$ cat config.mk
export PLATFORM = sky130hd
export DESIGN_NAME = adc_serial_readout
export DESIGN_NICKNAME = d
export VERILOG_FILES = /design/src/rtl/adc_readout_pkg.sv /design/src/rtl/adc_serial_readout.sv /design/src/rtl/sync2.sv
export SDC_FILE = /design/constraint.sdc
export NUM_CORES = 1
export LEC_CHECK = 0
export BUFFER_PORTS_ARGS = -buffer_cell sky130_fd_sc_hd__buf_2
export CORE_ASPECT_RATIO = 0.5
export CORE_MARGIN = 3
export CORE_UTILIZATION = 57
export DETAILED_ROUTE_END_ITERATION = 6
export HOLD_SLACK_MARGIN = 0.1
export PLACE_DENSITY = 0.79
export SYNTH_ARGS = -nofsm -noshare
export SYNTH_HDL_FRONTEND = slang
export SYNTH_SLANG_ARGS = --single-unit
$ cat constraint.sdc
create_clock -name mclk -period 2.1 [get_ports mclk]
set_input_delay 0.105 -clock mclk [delete_from_list [all_inputs] [get_ports mclk]]
set_output_delay 0.105 -clock mclk [all_outputs]
set_load 0.02 [all_outputs]
$ cat src/rtl/adc_readout_pkg.sv
`default_nettype none
package adc_readout_pkg;
  // ==========================================================
  // clock and timing
  // ==========================================================
  localparam int MCLK_MHZ       = 125;
  localparam int TEST_DELAY_NS  = 23000;  // status_test_delay, internal osc
  localparam int TEST_CYC       = (TEST_DELAY_NS * MCLK_MHZ + 999) / 1000;
  localparam logic [15:0] TEST_LIM = 16'(TEST_CYC - 1);
  localparam int CONV_CLK_CYC   = 16;     // mclk cycles per conversion tick
  localparam int SCK_DIV        = 8;      // serial clock = conv clock / 8
  localparam logic [3:0] CONV_TICK_LIM = 4'(CONV_CLK_CYC - 1);
  localparam logic [1:0] HALF_LIM      = 2'(SCK_DIV / 2 - 1);
  localparam int FRAME_BITS     = 32;
  localparam logic [5:0] LAST_EDGE     = 6'(FRAME_BITS);
  localparam logic [1:0] POR_CAPTURE   = 2'h2;

  // ==========================================================
  // readout sequencer states
  // ==========================================================
  typedef enum logic [1:0] {
    ST_CONVERT,
    ST_SLEEP,
    ST_WAIT,
    ST_SHIFT
  } rd_state_t;
endpackage : adc_readout_pkg
`default_nettype wire

$ cat src/rtl/adc_serial_readout.sv
`default_nettype none
module adc_serial_readout
  import adc_readout_pkg::*;
#(
  parameter logic [15:0] EXT_TEST_LIM = 16'h0100  // delay under external osc
) (
  input  wire logic        mclk,
  input  wire logic        rst_n,
  input  wire logic        cs_n,
  input  wire logic        sck_in,
  output logic             sck_out,
  output logic             sck_oe,
  output logic             sck_pullup_en,
  output logic             sdo_out,
  output logic             sdo_oe,
  input  wire logic        ext_osc_active,
  input  wire logic        conv_done,
  input  wire logic [30:0] conv_result,
  output logic             conv_start,
  output logic             ext_mode
);

  // ==========================================================
  // input synchronisers and edge detection
  // ==========================================================
  logic cs_s;
  logic sck_s;
  logic cs_d;
  logic sck_d;

  sync2 #(.RST_VAL(1'b1)) u_cs_sync (
    .mclk  (mclk),
    .rst_n (rst_n),
    .d     (cs_n),
    .q     (cs_s)
  );

  sync2 #(.RST_VAL(1'b1)) u_sck_sync (
    .mclk  (mclk),
    .rst_n (rst_n),
    .d     (sck_in),
    .q     (sck_s)
  );

  // edges are taken from the synchronised copies only
  always_ff @(posedge mclk or negedge rst_n) begin
    if (!rst_n) begin
      cs_d  <= 1'b1;
      sck_d <= 1'b1;
    end else begin
      cs_d  <= cs_s;
      sck_d <= sck_s;
    end
  end

  wire cs_fall  = cs_d & ~cs_s;
  wire cs_rise  = ~cs_d & cs_s;
  wire sck_rise = ~sck_d & sck_s;
  wire sck_fall = sck_d & ~sck_s;

  // ==========================================================
  // state, counters
  // ==========================================================
  rd_state_t   st;
  rd_state_t   next_st;
  logic [1:0]  por_cnt;
  logic [3:0]  tick_cnt;
  logic [1:0]  half_cnt;
  logic [15:0] wait_cnt;
  logic [5:0]  bit_cnt;
  logic [31:0] shreg;
  logic        sck_drv;

  wire por_done  = (por_cnt == 2'h3);
  wire conv_tick = (tick_cnt == CONV_TICK_LIM);
  wire half_tick = conv_tick & (half_cnt == HALF_LIM);
  wire [15:0] test_lim = ext_osc_active ? EXT_TEST_LIM : TEST_LIM;
  wire at_last   = (bit_cnt == LAST_EDGE);
  wire int_fall  = ~ext_mode & half_tick & sck_drv;
  wire int_rise  = ~ext_mode & half_tick & ~sck_drv;
  wire ext_end   = ext_mode & sck_fall & at_last;
  wire int_end   = int_fall & at_last;
  wire in_shift  = (st == ST_SHIFT);
  wire shift_now = in_shift & ~cs_rise & ~at_last
                 & (ext_mode ? sck_fall : int_fall);
  wire load_res  = (st == ST_CONVERT) & conv_done;
  wire wait_exp  = (st == ST_WAIT) & ~cs_s & (wait_cnt == test_lim);
  wire ext_begin = (st == ST_SLEEP) & ~cs_s & ext_mode & sck_rise;
  wire enter_conv = (next_st == ST_CONVERT) & (st != ST_CONVERT);
  // ext_mode only settles at the same edge, so read the pin level instead
  wire pick_int   = por_done & cs_fall & sck_s;

  // next state of the readout sequencer
  always_comb begin
    next_st = st;
    case (st)
      ST_CONVERT: begin
        if (conv_done) next_st = ST_SLEEP;
      end
      ST_SLEEP: begin
        if (ext_begin) next_st = ST_SHIFT;
        else if (!cs_s && !ext_mode && por_done) next_st = ST_WAIT;
      end
      ST_WAIT: begin
        if (cs_s) next_st = ST_SLEEP;
        else if (wait_exp) next_st = ST_SHIFT;
      end
      ST_SHIFT: begin
        if (cs_rise) next_st = ST_CONVERT;
        else if (ext_end) next_st = ST_CONVERT;
        else if (int_end) next_st = ST_CONVERT;
      end
      default: next_st = ST_CONVERT;
    endcase
  end

  // state register and start pulse for the converter
  always_ff @(posedge mclk or negedge rst_n) begin
    if (!rst_n) begin
      st         <= ST_CONVERT;
      conv_start <= 1'b0;
    end else begin
      st         <= next_st;
      conv_start <= enter_conv | (por_cnt == 2'h0);
    end
  end

  // power-on: wait for the synchronisers to fill, then take the strap
  always_ff @(posedge mclk or negedge rst_n) begin
    if (!rst_n) begin
      por_cnt  <= 2'h0;
      ext_mode <= 1'b0;
    end else begin
      if (!por_done) por_cnt <= por_cnt + 2'h1;
      if (por_cnt == POR_CAPTURE) ext_mode <= ~sck_s;
      else if (por_done && cs_fall) ext_mode <= ~sck_s;
    end
  end

  // conversion clock ticks and the serial clock half periods
  always_ff @(posedge mclk or negedge rst_n) begin
    if (!rst_n) begin
      tick_cnt <= 4'h0;
      half_cnt <= 2'h0;
    end else begin
      tick_cnt <= conv_tick ? 4'h0 : tick_cnt + 4'h1;
      if (!in_shift) half_cnt <= 2'h0;
      else if (conv_tick) half_cnt <= half_cnt + 2'h1;
    end
  end

  // status test timer runs only while waiting with select low
  always_ff @(posedge mclk or negedge rst_n) begin
    if (!rst_n) begin
      wait_cnt <= 16'h0;
    end else if (st == ST_WAIT && !cs_s && !wait_exp) begin
      wait_cnt <= wait_cnt + 16'h1;
    end else begin
      wait_cnt <= 16'h0;
    end
  end

  // rising-edge count; the first edge is counted as the frame starts
  always_ff @(posedge mclk or negedge rst_n) begin
    if (!rst_n) begin
      bit_cnt <= 6'h0;
    end else if (ext_begin || wait_exp) begin
      bit_cnt <= 6'h1;
    end else if (in_shift && (ext_mode ? sck_rise : int_rise)) begin
      bit_cnt <= bit_cnt + 6'h1;
    end
  end

  // static shift register: leading zero is the pending flag bit
  always_ff @(posedge mclk or negedge rst_n) begin
    if (!rst_n) begin
      shreg <= 32'h0;
    end else if (load_res) begin
      shreg <= {1'b0, conv_result};
    end else if (shift_now) begin
      shreg <= {shreg[30:0], 1'b0};
    end
  end

  // internal serial clock: low at select fall, high at the delay end and held high after the last rising edge
  always_ff @(posedge mclk or negedge rst_n) begin
    if (!rst_n) begin
      sck_drv <= 1'b1;
    end else if (pick_int) begin
      sck_drv <= 1'b0;
    end else if (wait_exp) begin
      sck_drv <= 1'b1;
    end else if (in_shift && !ext_mode && half_tick && !at_last) begin
      sck_drv <= ~sck_drv;
    end else if (in_shift && !ext_mode && half_tick) begin
      sck_drv <= 1'b1;
    end
  end

  // pull-up drops whenever the pin is seen low and only returns with
  // select high, so a released low pin stays low into the next select
  always_ff @(posedge mclk or negedge rst_n) begin
    if (!rst_n) begin
      sck_pullup_en <= 1'b1;
    end else if (!sck_s) begin
      sck_pullup_en <= 1'b0;
    end else if (cs_s) begin
      sck_pullup_en <= 1'b1;
    end
  end

  // data pin: pending flag outside the frame, shift register inside
  always_ff @(posedge mclk or negedge rst_n) begin
    if (!rst_n) begin
      sdo_out <= 1'b1;
    end else begin
      sdo_out <= (next_st == ST_CONVERT) ? 1'b1 :
                 (next_st == ST_SHIFT) ? shreg[31] : 1'b0;
    end
  end

  assign sdo_oe  = ~cs_s;
  assign sck_oe  = ~ext_mode & ~cs_s & por_done;
  assign sck_out = sck_drv;
endmodule : adc_serial_readout
`default_nettype wire

$ cat src/rtl/sync2.sv
`default_nettype none
// ============================================================
// two-flop level synchroniser
// ============================================================
module sync2 #(
  parameter logic RST_VAL = 1'b1
) (
  input  wire logic mclk,
  input  wire logic rst_n,
  input  wire logic d,
  output logic      q
);
  logic meta;

  // meta is read only by q
  always_ff @(posedge mclk or negedge rst_n) begin
    if (!rst_n) begin
      meta <= RST_VAL;
      q    <= RST_VAL;
    end else begin
      meta <= d;
      q    <= meta;
    end
  end
endmodule : sync2
`default_nettype wire
==> metrics.md <==
| Metric | Value |
|---|---|
| Yosys cell types | 48 |
| Synth Area in Adders | 0.0288 |
| Nets | 479 |
| GRT met2 Usage | 0.441 |
| CP Capture Type | flop |
| Synth Area in Simple Gates | 0.207 |
| Total GRT Usage | 0.253 |
| Hold Crit Class | in -> reg |
| Mean Syn Cell Area | 9.92 µm² |
| Global-route wire length before repair | 13.5 mm |
| Wire per inst | 16.1 µm |
| Synth Area in Compound Gates | 0.116 |
| Post-synth top cells | 77 x nand2_1, 66 x dfrtp_1, 33 x nor2_1, 30 x a22oi_1, 14 x xnor2_1 |
| Clock Sinks | 75 |
| Clock latency on the worst-skew pair | 330 ps |
| Cell Area, Synth | 3470 µm² |
| Final setup vio count | 0 |
| Slew headroom | 0.662 |
| Maximum VDD drop | 0.699 mV |
| # Max-Cap Violations | 0 |
| Die ar. | 7120 µm² |
| Initial antenna violation count | 0 |
| XOR/XNOR share of the synthesized area | 0.0555 |
| Crit-path slowest cell | or4b_1 |
| Worst setup SP type | flop |
| Post-synthesis mux area share | 0.0148 |
| Vias in the first global route | 2924 |
| Fraction of layout cells with a size suffix above 1 | 0.187 |
| CP cell instances | or4b_1 -> o22ai_1 -> and3_1 -> o221ai_1 -> a31o_2 |
| Synth Warn # | 0 |
| # port buffers | 43 |
| RSZ-0062 raised after global routing | false |
| CP arrival | 2250 ps |
| Post-route setup TNS | 0 ps |
| Worst-Margin Slew | 503 ps |
| Leakage power | 2.09 nW |
| Clock Skews | 4.33 ps |
| Count leader, synth | nand2_1 |
| Detailed Place HPWL | 4.86 mm |
| Slowest stage delay, CP | 560 ps |
| Detailed Route WL | 8.22 mm |
| Yosys reg bits | 75 |
| GR peak layer | met2 |
| Cell family with most CP delay | simple AND/OR/NAND/NOR gates |
| Placer Congestion | 0.908 |
| Syn_nets | 395 |
| Clk buf depth | 2 |
| Status | finished, final reports clean |
| Fmax achieved | 494 MHz |
| CTS Buf Count | 9 |
| Ys flop type | dfrtp_1 |
| I/O pins | 44 |
| Fin crit period | 2020 ps |
| Root Driver | clkbuf_16 |
| Crit path max fanout | 6 |
| Diode count | 0 |
| Seq/Total Area, Yosys | 0.544 |
| Largest cells by area after synthesis | dfrtp_1 48%, nand2_1 8.3%, dfstp_2 6.8% |
| PD cells | 1040 nW/µm² |
| Crit share post-route | 0.964 |
| Cell accounting for the most synthesized area | dfrtp_1 |
| Vias per inst | 5.70 |
| Area Overhead vs Synth | 27.9% |
| Critical path class | reg -> reg |
| H-tree levels | 3 |
| Initial core utilization | 0.611 |
| Max-slew violation count | 0 |
| CORE AREA | 5680 µm² |
| Asr flop ratio synth | 1.00 |
| Postcts setup bufs | 0 |
| Syn Inst Count | 350 |
| DR vias | 2916 |
| M1 GR Usage | 0.303 |
| Iter 0 DRT Violations | 187 |
| Die Wd | 116 µm |
| Pin count of the biggest net entering global routing | 76 |
| Drt first pass iters | 5 |
| DRC Markers | 0 |
| Largest family of logic cells by synthesized area | simple AND/OR/NAND/NOR gates |
| Area share of the largest cell type after synthesis | 0.476 |
| Post-route ant nets | 0 |
| Die H | 61.2 µm |
| Final hold violations | 0 |
| CTS clock-pin slew for the worst setup and hold paths | 50 ps |
| Number of flops mapped to enable cells by yosys | 0 |
| CTS tree | yes |
| Crit path required time | 2320 ps |
| Worst Path Buf+Inv | 0 |
| Total power draw | 4.61 mW |
| Gr ovfl total | 0 |
| M3 GR Usage | 0.0942 |
| # rows | 19 |
-- worst paths after layout --
kind | startpoint | endpoint | slack, ps | cells past startpoint
hold / removal | conv_done | st[0]$_DFF_PN0_ | 160 | 3
setup / recovery | wait_cnt[3]$_DFF_PN0_ | conv_start$_DFF_PN0_ | 80 | 5
hold reg to reg | u_sck_sync.meta$_DFF_PN1_ | u_sck_sync.q$_DFF_PN1_ | 360 | 0
max in group asynchronous | rst_n | u_cs_sync.meta$_DFF_PN1_ | 1420 | 3
min in group asynchronous | rst_n | wait_cnt[4]$_DFF_PN0_ | 330 | 3
setup reg to reg | wait_cnt[3]$_DFF_PN0_ | conv_start$_DFF_PN0_ | 80 | 5
-- worst min-delay path, stage by stage --
cell and delay, ps:
buf_2 90, nand2_1 130, nand3_1 130
-- state kept, by name, summed over array words and instances, names as in the netlist, 2 cells and up --
signal    cells
tick_cnt      4
st            2
por_cnt       2
wait_cnt     16
bit_cnt       6
half_cnt      2
shreg        32
-- metrics by stage --
stage / std cells / setup WS [ps] / hold WS [ps] / util / area [µm²]
finish: 512 / 75.2 / 161 / 0.781 / 4440
global route: 512 / 1.01 / 174 / 0.781 / 4440
CTS: 512 / 97.2 / 142 / 0.780 / 4430
detailed placement: 462 / 116 / 163 / 0.669 / 3800
global placement: 462 / 219 / 158 / 0.669 / 3800
floorplan: 350 / 174 / -191 / - / 3470
-- cells in the final DEF, fill, tap and decap left out, drive strengths merged, types with 2 or more instances in the layout --
cell type,instances
nand2b,3
xnor2,14
nand4,6
a22oi,30
and2,3
ha,8
dfstp,9
or4,2
a31oi,2
or3,2
dfrtp,66
inv,13
nor2,33
o31a,2
dlygate4sd3,34
mux2i,4
nand2,77
a21oi,2
clkinv,2
and4,2
nor4,3
and3,2
nor3,6
nand3,11
clkbuf,13
xor2,8
nor2b,2
o21ai,9
o21a,2
buf,53
-- metal layers --
| metal | part of all wire | vias to the layer above |
|---|---|---|
| met5 | 0 | - |
| met4 | 0.014 | 0 |
| met3 | 0.063 | 14 |
| met2 | 0.50 | 100 |
| met1 | 0.42 | 1429 |
| li1 | - | 1373 |
-- final cells by class --
| type | instances | area, µm² |
|---|---|---|
| sequential | 75 | 1890 |
| tap | 73 | 91.3 |
| fill | 342 | 1240 |
| inverter | 13 | 48.8 |
| timing repair buffer | 87 | 643 |
| clock inverter | 3 | 40.0 |
| multi-input combinational | 248 | 1480 |
| clock buffer | 13 | 250 |
-- power by group --
part | internal (mW) | switching [mW]
logic | 0.435 | 0.608
registers | 1.82 | 0.247
clock network | 0.949 | 0.554
total | 3.20 | 1.41
-- timing repair --
action / CTS / global route
hold buffers: 34 / 0
hold endpoints to repair: 99 / 0
gates resized for setup: 0 / 1
endpoints found under the setup margin: 0 / 1
-- logic make-up (layout without fill, tap and decap cells) --
logic type | count (synthesis) | count (layout)
AOI/OAI and AO/OA | 56 | 56
buffers and inverters | 27 | 116
adders and majority gates | 8 | 8
xor gates and xnor gates | 22 | 22
DFF | 75 | 75
muxes | 5 | 5
and+or+nand+nor | 157 | 157
Power figures use the tool's default switching activity.
